[src/rtl/dmrc_map.vh]
/*
 * constants for the command decoder: command codes, mode register select,
 * field positions and timing counts.
 * assumes inclusion by bare name from rtl design files.
 */
`ifndef DMRC_MAP_VH
`define DMRC_MAP_VH

// ----------------------------------------------------------------
// command pin patterns {cs_n, ras_n, cas_n, we_n}
// ----------------------------------------------------------------
`define DMRC_CMD_MRS 4'h0
`define DMRC_CMD_REF 4'h1
`define DMRC_CMD_PRE 4'h2
`define DMRC_CMD_ACT 4'h3
`define DMRC_CMD_WR 4'h4
`define DMRC_CMD_RD 4'h5
`define DMRC_CMD_NOP 4'h7
`define DMRC_CMD_RSVD 4'h6

// ----------------------------------------------------------------
// mode register select on bank address
// ----------------------------------------------------------------
`define DMRC_BA_MR 2'h0
`define DMRC_BA_EMR1 2'h1
`define DMRC_BA_EMR2 2'h2
`define DMRC_BA_EMR3 2'h3

// ----------------------------------------------------------------
// field positions
// ----------------------------------------------------------------
`define DMRC_A_PRE_ALL 10
`define DMRC_A_HOT_SRF 7
`define DMRC_A_ROW_TOP 13
`define DMRC_A_OUT_DIS 12
`define DMRC_A_RSTROBE 11
`define DMRC_OCD_HI 9
`define DMRC_OCD_LO 7
`define DMRC_A_COL_HI 9
`define DMRC_A_PARTIAL_REGION_SELECT_HI 2
`define DMRC_EMR2_RSVD_MASK 14'h3_F78
`define DMRC_EMR3_RSVD_MASK 14'h3_FFF
`define DMRC_OCD_EXIT 3'h0
`define DMRC_OCD_DEFAULT 3'h7

// ----------------------------------------------------------------
// region codes and timing
// ----------------------------------------------------------------
`define DMRC_PARTIAL_REGION_SELECT_FULL 3'h0
`define DMRC_PARTIAL_REGION_SELECT_UNDEF 3'h3
`define DMRC_READ_BLOCK_CLKS 8'hC8
`define DMRC_BANKS_NONE 4'h0
`define DMRC_CNT_W 8
`define DMRC_RESET_ZERO 14'h0_000

`endif

[src/rtl/dmrc_edge_sync.v]
/*
 * two-flop synchroniser with rising edge detector for the memory clock.
 * assumes the sampled clock is much slower than core_clk.
 */
`timescale 1ns/10ps
module dmrc_edge_sync (
	input wire core_clk,
	input wire rst_b,
	input wire din,
	output reg dout_q,
	output reg rise_q
);
	reg meta_q;
	reg prev_q;

	always @(posedge core_clk) begin
		if (!rst_b) begin
			meta_q <= 1'b0;
			dout_q <= 1'b0;
			prev_q <= 1'b0;
			rise_q <= 1'b0;
		end else begin
			meta_q <= din;
			dout_q <= meta_q;
			prev_q <= dout_q;
			rise_q <= dout_q & ~prev_q;
		end
	end
endmodule // dmrc_edge_sync

[src/rtl/dmrc_bus_sync.v]
/*
 * two-flop synchroniser for the command and address pins.
 * assumes pins are stable around each memory clock rising edge.
 */
`timescale 1ns/10ps
module dmrc_bus_sync #(
	parameter W = 21
) (
	input wire core_clk,
	input wire rst_b,
	input wire [W-1:0] din,
	output reg [W-1:0] dout_q
);
	reg [W-1:0] meta_q;

	always @(posedge core_clk) begin
		if (!rst_b) begin
			meta_q <= {W{1'b0}};
			dout_q <= {W{1'b0}};
		end else begin
			meta_q <= din;
			dout_q <= meta_q;
		end
	end
endmodule // dmrc_bus_sync

[src/rtl/dmrc_decode.v]
/*
 * command decoder and extended mode register keeper of a ddr2 memory.
 * samples the pins at rising edges of the memory clock as seen by core_clk.
 * assumes mem_ck is much slower than core_clk and the pins stay stable
 * across several core cycles around each rising edge.
 */
`timescale 1ns/10ps
`include "dmrc_map.vh"
module dmrc_decode #(
	parameter WIDE_PART = 1'b0
) (
	input wire core_clk,
	input wire rst_b,
	input wire mem_ck,
	input wire cke,
	input wire cs_b,
	input wire ras_b,
	input wire cas_b,
	input wire we_b,
	input wire [1:0] ba,
	input wire [13:0] addr,
	output reg hot_selfrefresh_rate_en,
	output reg [2:0] partial_region_select,
	output reg [13:0] refresh_feature_mode_q,
	output reg [13:0] spare_mode_three_q,
	output reg emr2_valid_q,
	output reg emr3_valid_q,
	output reg out_disable_q,
	output reg ocd_cal_active_q,
	output reg cmd_strobe_q,
	output reg [3:0] cmd_code_q,
	output reg [1:0] cmd_bank_q,
	output reg [13:0] cmd_row_q,
	output reg [9:0] cmd_col_q,
	output reg cmd_auto_pre_q,
	output reg cmd_pre_all_q,
	output reg in_self_refresh_q,
	output reg in_power_down_q,
	output reg region_limited_q,
	output reg illegal_q
);
	// ----------------------------------------------------------------
	// pin synchronisers
	// ----------------------------------------------------------------
	wire ck_rise;
	wire [20:0] pins_s;

	dmrc_edge_sync u_ck (
		.core_clk(core_clk),
		.rst_b(rst_b),
		.din(mem_ck),
		.dout_q(),
		.rise_q(ck_rise)
	);

	// ck_rise lags the clock by one more stage than the pins: sampled pins
	// are those just after the edge, fine for slow, held command pins
	dmrc_bus_sync #(.W(21)) u_pins (
		.core_clk(core_clk),
		.rst_b(rst_b),
		.din({cke, cs_b, ras_b, cas_b, we_b, ba, addr}),
		.dout_q(pins_s)
	);

	wire cke_s = pins_s[20];
	wire [3:0] cmd_s = pins_s[19:16];
	wire [1:0] ba_s = pins_s[15:14];
	wire [13:0] a_s = pins_s[13:0];

	// ----------------------------------------------------------------
	// helpers
	// ----------------------------------------------------------------
	function is_idle_cmd;
		input [3:0] c;
		begin
			is_idle_cmd = c[3] | (c == `DMRC_CMD_NOP);
		end
	endfunction

	// one-hot bank mask from a bank address
	function [3:0] bank_bit;
		input [1:0] b;
		begin
			bank_bit = 4'h1 << b;
		end
	endfunction

	// ----------------------------------------------------------------
	// device state machine, one-hot
	// ----------------------------------------------------------------
	localparam [2:0] ST_RUN = 3'b001;
	localparam [2:0] ST_PD = 3'b010;
	localparam [2:0] ST_SR = 3'b100;

	reg [2:0] state_q;
	reg [2:0] state_d;
	reg cke_prev_q;
	reg [`DMRC_CNT_W-1:0] rd_block_q;
	reg bad_d;
	reg exec_d;

	always @* begin
		state_d = state_q;
		bad_d = 1'b0;
		exec_d = 1'b0;
		case (state_q)
			ST_RUN: begin
				if (!cke_prev_q) begin
					bad_d = 1'b1;
				end else if (!cke_s) begin
					if (is_idle_cmd(cmd_s)) begin
						state_d = ST_PD;
					end else if (cmd_s == `DMRC_CMD_REF) begin
						state_d = ST_SR;
					end else begin
						bad_d = 1'b1;
					end
				end else begin
					exec_d = ~cmd_s[3];
					if (cmd_s == `DMRC_CMD_RSVD) begin
						bad_d = 1'b1;
					end
					if ((cmd_s == `DMRC_CMD_RD) && (rd_block_q != {`DMRC_CNT_W{1'b0}})) begin
						bad_d = 1'b1;
					end
				end
			end
			ST_PD, ST_SR: begin
				if (cke_s) begin
					if (is_idle_cmd(cmd_s)) begin
						state_d = ST_RUN;
					end else begin
						bad_d = 1'b1;
					end
				end
			end
			default: begin
				state_d = ST_RUN;
			end
		endcase
	end

	// ----------------------------------------------------------------
	// open bank tracking
	// ----------------------------------------------------------------
	// rows opened by activate are tracked only to catch a mode register
	// load or self refresh entry with a row still open; no timing is kept
	reg [3:0] bank_open_q;
	reg [3:0] bank_open_d;
	reg open_bad_d;

	always @* begin
		bank_open_d = bank_open_q;
		open_bad_d = 1'b0;
		if (exec_d) begin
			case (cmd_s)
				`DMRC_CMD_ACT: begin
					bank_open_d = bank_open_q | bank_bit(ba_s);
				end
				`DMRC_CMD_PRE: begin
					if (a_s[`DMRC_A_PRE_ALL]) begin
						bank_open_d = `DMRC_BANKS_NONE;
					end else begin
						bank_open_d = bank_open_q & ~bank_bit(ba_s);
					end
				end
				`DMRC_CMD_MRS: begin
					// a load with a row open is unspecified, so flagged
					open_bad_d = (bank_open_q != `DMRC_BANKS_NONE);
				end
				default: begin
					bank_open_d = bank_open_q;
				end
			endcase
		end
		if ((state_q == ST_RUN) && (state_d == ST_SR) &&
			(bank_open_q != `DMRC_BANKS_NONE)) begin
			open_bad_d = 1'b1;
		end
	end

	// ----------------------------------------------------------------
	// registers and decoded outputs
	// ----------------------------------------------------------------
	wire is_mrs = exec_d && (cmd_s == `DMRC_CMD_MRS);
	wire [13:0] row_eff = WIDE_PART ?
		{1'b0, a_s[`DMRC_A_ROW_TOP-1:0]} : a_s;
	wire [2:0] ocd_f = a_s[`DMRC_OCD_HI:`DMRC_OCD_LO];

	always @(posedge core_clk) begin
		if (!rst_b) begin
			state_q <= ST_RUN;
			cke_prev_q <= 1'b1;
			rd_block_q <= {`DMRC_CNT_W{1'b0}};
			bank_open_q <= `DMRC_BANKS_NONE;
			refresh_feature_mode_q <= `DMRC_RESET_ZERO;
			spare_mode_three_q <= `DMRC_RESET_ZERO;
			hot_selfrefresh_rate_en <= 1'b0;
			partial_region_select <= `DMRC_PARTIAL_REGION_SELECT_FULL;
			emr2_valid_q <= 1'b0;
			emr3_valid_q <= 1'b0;
			out_disable_q <= 1'b0;
			ocd_cal_active_q <= 1'b0;
			cmd_strobe_q <= 1'b0;
			cmd_code_q <= `DMRC_CMD_NOP;
			cmd_bank_q <= 2'h0;
			cmd_row_q <= 14'h0_000;
			cmd_col_q <= 10'h000;
			cmd_auto_pre_q <= 1'b0;
			cmd_pre_all_q <= 1'b0;
			in_self_refresh_q <= 1'b0;
			in_power_down_q <= 1'b0;
			region_limited_q <= 1'b0;
			illegal_q <= 1'b0;
		end else begin
			cmd_strobe_q <= 1'b0;
			if (ck_rise) begin
				state_q <= state_d;
				cke_prev_q <= cke_s;
				bank_open_q <= bank_open_d;
				in_self_refresh_q <= state_d[2];
				in_power_down_q <= state_d[1];
				// limited retention only while self refresh with a partial region
				region_limited_q <= state_d[2] &&
					(partial_region_select != `DMRC_PARTIAL_REGION_SELECT_FULL);
				if (bad_d) begin
					illegal_q <= 1'b1;
				end
				if (open_bad_d) begin
					illegal_q <= 1'b1;
				end
				if ((state_q == ST_SR) && (state_d == ST_RUN)) begin
					rd_block_q <= `DMRC_READ_BLOCK_CLKS;
				end else if (rd_block_q != {`DMRC_CNT_W{1'b0}}) begin
					rd_block_q <= rd_block_q - 1'b1;
				end
				if (exec_d) begin
					cmd_strobe_q <= 1'b1;
					cmd_code_q <= cmd_s;
					cmd_bank_q <= ba_s;
					cmd_row_q <= row_eff;
					cmd_col_q <= a_s[`DMRC_A_COL_HI:0];
					cmd_auto_pre_q <= a_s[`DMRC_A_PRE_ALL];
					cmd_pre_all_q <= (cmd_s == `DMRC_CMD_PRE) && a_s[`DMRC_A_PRE_ALL];
				end
				if (is_mrs) begin
					case (ba_s)
						`DMRC_BA_EMR1: begin
							out_disable_q <= a_s[`DMRC_A_OUT_DIS];
							if (ocd_f == `DMRC_OCD_DEFAULT) begin
								ocd_cal_active_q <= 1'b1;
							end else if (ocd_f == `DMRC_OCD_EXIT) begin
								ocd_cal_active_q <= 1'b0;
							end
							if (WIDE_PART && a_s[`DMRC_A_RSTROBE]) begin
								illegal_q <= 1'b1;
							end
						end
						`DMRC_BA_EMR2: begin
							refresh_feature_mode_q <= a_s;
							hot_selfrefresh_rate_en <= a_s[`DMRC_A_HOT_SRF];
							partial_region_select <= a_s[`DMRC_A_PARTIAL_REGION_SELECT_HI:0];
							emr2_valid_q <= 1'b1;
							if (((a_s & `DMRC_EMR2_RSVD_MASK) != 14'h0_000) ||
								(a_s[`DMRC_A_PARTIAL_REGION_SELECT_HI:0] == `DMRC_PARTIAL_REGION_SELECT_UNDEF)) begin
								illegal_q <= 1'b1;
							end
						end
						`DMRC_BA_EMR3: begin
							spare_mode_three_q <= a_s;
							emr3_valid_q <= 1'b1;
							if ((a_s & `DMRC_EMR3_RSVD_MASK) != 14'h0_000) begin
								illegal_q <= 1'b1;
							end
						end
						default: begin
							cmd_auto_pre_q <= cmd_auto_pre_q;
						end
					endcase
				end
			end
		end
	end
endmodule // dmrc_decode

[config.mk]
export PLATFORM = sky130hd
export DESIGN_NAME = dmrc_decode
export DESIGN_NICKNAME = d
export VERILOG_FILES = /design/src/rtl/dmrc_edge_sync.v /design/src/rtl/dmrc_bus_sync.v /design/src/rtl/dmrc_decode.v
export VERILOG_INCLUDE_DIRS = /design/src /design/src/rtl
export SDC_FILE = /design/constraint.sdc
export NUM_CORES = 1
export LEC_CHECK = 0
export ABC_CLOCK_PERIOD_IN_PS = 2500
export BUFFER_PORTS_ARGS = -buffer_cell sky130_fd_sc_hd__buf_4
export CAP_MARGIN = 5
export CORE_MARGIN = 2
export CORE_UTILIZATION = 32
export CTS_CLUSTER_SIZE = 25
export DETAILED_ROUTE_END_ITERATION = 12
export GPL_ROUTABILITY_DRIVEN = 0
export PLACE_DENSITY = 0.62
export SYNTH_ARGS = -nofsm -noshare
export SYNTH_HDL_FRONTEND = slang
export SYNTH_SLANG_ARGS = --single-unit
[constraint.sdc]
create_clock -name core_clk -period 2.5 [get_ports core_clk]
set_input_delay 0 -clock core_clk [delete_from_list [all_inputs] [get_ports core_clk]]
set_output_delay 0 -clock core_clk [all_outputs]
set_load 0.05 [all_outputs]
Yosys cells after proc, flatten, opt, wreduce, memory -nomap -nowiden
Index checks and enable logic that the tools add are counted.
- output and inout bits: 73
- word-level logic and storage cells: 122
- register bits: 135
- bits of input ports: 24
- $add $sub $neg: 1
- multiplexer cells: 38
- reductions and logical operators: 29
- bitwise operators: 7
- shift-type cells: 1
- equality and inequality tests: 17
- operators by type and width (operator ; number):
    $reduce_bool A14 Y1 ; 2
    $mux W1 ; 25
    $mux W3 ; 6
    $mux W8 ; 2
    $eq A4 B3 Y1 const B ; 3
    $reduce_and A3 Y1 ; 4
    $eq A3 B3 Y1 const B ; 3
    $eq A4 B2 Y1 const B ; 2
    $pmux W4 S2 ; 1
    $reduce_and A2 Y1 ; 4
    $reduce_bool A8 Y1 ; 1
    $sub A8 B1 Y8 const B ; 1
    $logic_and A1 B1 Y1 ; 7
    $eq A3 B1 Y1 const B ; 2
    $eq A3 B2 Y1 const B ; 2
    $pmux W3 S2 ; 1
    $reduce_bool A2 Y1 ; 3
    $and A4 B4 Y4 ; 1
    $eq A2 B2 Y1 const B ; 2
    $eq A4 B1 Y1 const B ; 1
    $logic_not A4 Y1 ; 1
    $mux W4 ; 1
    $not A4 Y4 ; 1
    $or A4 B4 Y4 ; 1
    14 further kinds ; 16

Longest topological paths before layout
- depth after elaboration: 14
- mapped depth: 6
- gate-level depth less buffers: 6

By module
A second synthesis with hierarchy kept.
- cells, all modules: 515
- area total of the unflattened synthesis: 4687.0 um^2
- modules (own cells, without submodules) (module ; seq. area each (um^2) ; cells each ; area an instance (um^2) ; instances):
    dmrc_decode ; 1461.4 ; 419 ; 3399.5 ; 1
    dmrc_bus_sync ; 840.8 ; 88 ; 1176.1 ; 1
    dmrc_edge_sync ; 80.1 ; 8 ; 111.4 ; 1

Worst setup path after synthesis
Ideal clock, no wire load.
- path kind: register to register
- start: reg state_q[1]
- end: reg refresh_feature_mode_q[12]
- required time: 2.368 ns
- path buffers: 2
- setup slack: 0.373 ns
- clock period less this slack: 2.127 ns
- arrival time: 1.995 ns
- cell stages (with the launch flop): 7
- setup time: 0.132 ns
- cells stage by stage: dfxtp_1 clkbuf_1 or3b_4 or4_4 buf_6 o21ai_1 a21oi_1
- longest elaborated chain between the ends: 4
- ends and longest elaborated chain (item ; RTL line ; RTL):
    from (decl) ; dmrc_decode.v:95 ; reg [2:0] state_q;
    from (signal assigned) ; dmrc_decode.v:218 ; state_q <= state_d;
    $eq A3 B1 Y1 ; n/a ;
    $mux W1 ; dmrc_decode.v:106 ; case (state_q)
    $logic_and A1 B1 Y1 ; dmrc_decode.v:185 ; wire is_mrs = exec_d && (cmd_s == `DMRC_CMD_MRS);
    $reduce_and A3 Y1 (no line) ; n/a ;
    to (signal assigned) ; dmrc_decode.v:196 ; refresh_feature_mode_q <= `DMRC_RESET_ZERO;
    to (signal assigned) ; dmrc_decode.v:260 ; refresh_feature_mode_q <= a_s;
    to (decl) ; dmrc_decode.v:24 ; output reg [13:0] refresh_feature_mode_q,
No other way between the ends.
A chain may end at the register's enable or synchronous reset.

Worst setup path in the final report
- start: reg u_pins.dout_q[19]
- end: reg refresh_feature_mode_q[13]
- longest elaborated chain between the ends: 6
- elaborated cells on any way between the ends: 7
- classes of those cells: mux: 3; bitwise: 1; reduce/logical: 3
- ends and longest elaborated chain (item ; RTL line ; RTL):
    from (decl) ; dmrc_bus_sync.v:12 ; output reg [W-1:0] dout_q
    from (signal assigned) ; dmrc_bus_sync.v:19 ; dout_q <= {W{1'b0}};
    from (signal assigned) ; dmrc_bus_sync.v:22 ; dout_q <= meta_q;
    $not A1 Y1 ; dmrc_decode.v:119 ; exec_d = ~cmd_s[3];
    $mux W1 ; dmrc_decode.v:110 ; end else if (!cke_s) begin
    $mux W1 ; dmrc_decode.v:108 ; if (!cke_prev_q) begin
    $mux W1 ; dmrc_decode.v:106 ;
    $logic_and A1 B1 Y1 (*) ; dmrc_decode.v:185 ;
    $reduce_and A3 Y1 (no line) (*) ; n/a ;
Mark *: on every way between the ends. The rest lies on a longest branch, timed or not.

==> impl_results.md <==
- Outcome: finished, final reports clean
- Clock Skew: 0.00630 ns
- Worst setup SP type: flip-flop
- Post-DRT Antenna Nets: 0
- Fin util: 44.3%
- Std-Cell Rows: 43
- Resize count post-CTS: 0
- Hold WC Path Type: in2reg
- Synth Area in Compound Gates: 15.6%
- Peak supply drop: 0.000575 V
- Multi-input logic area: 1900 um^2
- Pin count of the biggest net entering global routing: 60
- Fmax: 463 MHz
- Total power: 4.79 mW
- Maximum buffer depth of the clock tree: 2
- Async set-reset flop share out of synthesis: 0%
- Initial antenna violation count: 0
- Port-buffer cells: 96
- Post-Synth Simple-Gate Area: 23.7%
- Final hold vios: 0
- Setup violators final: 0
- Clock latency on the worst-skew pair: 0.41 ns
- Syn Area/Cell: 8.88 um^2
- Vias in the first global route: 3601
- Post-synthesis adder-cell area fraction: 0.542%
- Final Hold Slack: 0.337 ns
- Flops & latches, synth: 119
- Arrival time worst endpoint: 2.43 ns
- Slew HR: 57.9%
- CTS H-tree depth: 4
- Register area share after synthesis: 51.6%
- CTS buffer count: 17
- NumNets Final: 636
- Core Area: 14000 um^2
- Power Dens Cells: 772 nW/um^2
- Mux contribution to synthesized area: 0.217%
- TritonCTS Sinks: 119
- Die extent in x: 124 um
- Drt initial violations: 329
- Final Critical Period: 2.16 ns
- CTS root buf: clkbuf_16
- Via density: 5.02
- Crit end category: flip-flop
- GRT Total Usage: 15.6%
- CP required: 2.77 ns
- Slew Viols, Final: 0
- Reg area: 2380 um^2
- Leakage power: 2.42 nW
- Final period util: 86.4%
- Crit path kind: reg2reg
- Global route overflow: 0
- Die Y-Extent: 124 um
- Main combinational cell family by area after synthesis: simple AND/OR/NAND/NOR gates
- Crit path max fanout: 30
- Synthesized area: 4620 um^2
- Initial Util: 33.0%
- Xor/xnor share of the synthesized area: 1.14%
- HPWL Detailed: 8050 um
- Syn_nets: 546
- Drt wl/cell: 14.7 um
- # DRC: 0
- CTS tree: yes
- Worst-path clk slew: 0.05 ns
- Die area: 15400 um^2
- Fillers: 1340
- Post-CTS setup buffers: 0
- Ports: 97
- Post-synth EDFFs: 0
- Number of distinct library cells after synthesis: 53
- First-pass GRT wire length: 18400 um
- Setup TNS: 0 ns
- RSZ-0062 raised after global routing: false
- Area grow syn2layout: 34.3%
- Share of cells above drive strength 1: 23.3%
- Post-Synthesis Cells: 520
- First drt pass iteration count: 7
- N_diodes: 0
- Least-Margin Pin Slew: 0.626 ns
- Main synth FF type: dfxtp_1
- Final wirelength: 11800 um
- Syn. warnings: 0
- Number of max-cap violations: 0
- Vias: 4030
==> cell usage after synthesis (all sizes together) (2+ instances only) <==
master,instances,area (um^2)
clkbuf,31,116
a21oi,62,310
xnor2,4,35.0
nand4,7,43.8
and2,47,294
o2111ai,2,17.5
a31oi,3,18.8
buf,25,185
o221ai,2,17.5
or3,2,12.5
o41ai,2,17.5
or4,4,37.5
nor3,6,40.0
o21ai,44,220
o22ai,2,12.5
nor4,7,58.8
nand2,49,184
nor4b,2,17.5
dfxtp,119,2380
a2111oi,2,17.5
nor3b,3,22.5
or3b,3,28.8
nand2b,5,31.3
nand3b,3,22.5
inv,8,30.0
nand3,35,175
xor2,2,17.5
ha,2,25.0
nor2,17,63.8
nor2b,4,25.0
==> sequential cells by signal, summed over array words and instances (netlist names), 4 cells and up <==
name / cells
refresh_feature_mode_q: 12
cmd_row_q: 14
bank_open_q: 4
spare_mode_three_q: 14
u_pins.meta_q: 21
cmd_code_q: 4
u_pins.dout_q: 21
rd_block_q: 8
==> cell families after synthesis <==
logic type | Yosys count
adders and majority gates | 2
xor gates and xnor gates | 6
buffers and inverters | 65
AOI/OAI and AO/OA | 129
DFF | 119
and+or+nand+nor | 198
muxes | 1
==> path summary, 6_finish.rpt <==
kind,from,endpoint,slack [ns],depth (start not counted)
worst min register to register,u_ck.prev_q$_SDFF_PN0_,u_ck.rise_q$_SDFF_PN0_,0.39,1
worst min-delay path,addr[13],u_pins.meta_q[13]$_SDFF_PN0_,0.34,3
worst max register to register,u_pins.dout_q[19]$_SDFF_PN0_,refresh_feature_mode_q[13]$_SDFFE_PN0P_,0.34,4
worst max-delay path,u_pins.dout_q[19]$_SDFF_PN0_,refresh_feature_mode_q[13]$_SDFFE_PN0P_,0.34,4
==> timing repair <==
item	in CTS	in global routing
endpoints found under the hold margin	23	0
endpoints found under the setup margin	0	0
hold buffers	23	0
==> per-stage QoR <==
| step | setup slack [ns] | instances | instance area, um^2 |
|---|---|---|---|
| finish | 0.341 | 803 | 6200 |
| global route | 0.245 | 803 | 6200 |
| global placement | 0.426 | 748 | 5320 |
| floorplan | 0.373 | 520 | 4620 |
| CTS | 0.354 | 803 | 6200 |
| detailed placement | 0.364 | 748 | 5320 |
==> final cells by class <==
class,instances,area share (%)
Clock inverter,9,2.74
Sequential cell,119,38.4
Clock buffer,23,7.71
Multi-Input combinational cell,336,30.6
Inverter,9,0.545
Tap cell,180,3.63
Timing Repair Buffer,127,16.3
==> where the power goes <==
part | leakage, nW | internal [mW] | switching [mW]
Sequential | 0.968 | 1.94 | 0.0366
Clock | 0.321 | 1.84 | 0.805
Combinational | 1.13 | 0.0875 | 0.0830
Total | 2.42 | 3.86 | 0.924
==> critical path, stage by stage, from the launching register on <==
cell and delay (ns):
dfxtp_1 0.38, or4_4 0.60, or4_4 0.74, o21ai_1 0.20
a21oi_1 0.09
==> routing by layer <==
metal	GRT usage, %	up-vias	part of all wire [%]
li1	-	1977	-
met5	0	-	0
met2	23.6	174	45
met3	4.17	30	8.2
met1	20.6	1849	44
met4	7.79	0	3.0
==> placed cells by master (no fill, tap or decap), types with 3 or more instances in the layout <==
master,count
and2_1,47
clkbuf_1,3
clkbuf_8,3
inv_1,8
nand3_1,35
nor4_1,6
buf_4,104
nor2_1,17
o21ai_0,14
dfxtp_1,119
nand2_1,49
nor2b_1,4
clkbuf_16,17
nand2b_1,5
nor3_1,4
nor3b_1,3
nand3b_1,3
xnor2_1,4
clkinv_2,4
a31oi_1,3
a21oi_1,62
nand4_1,7
bufinv_16,5
o21ai_1,30
dlygate4sd3_1,23
Power figures use the tool's default switching activity.
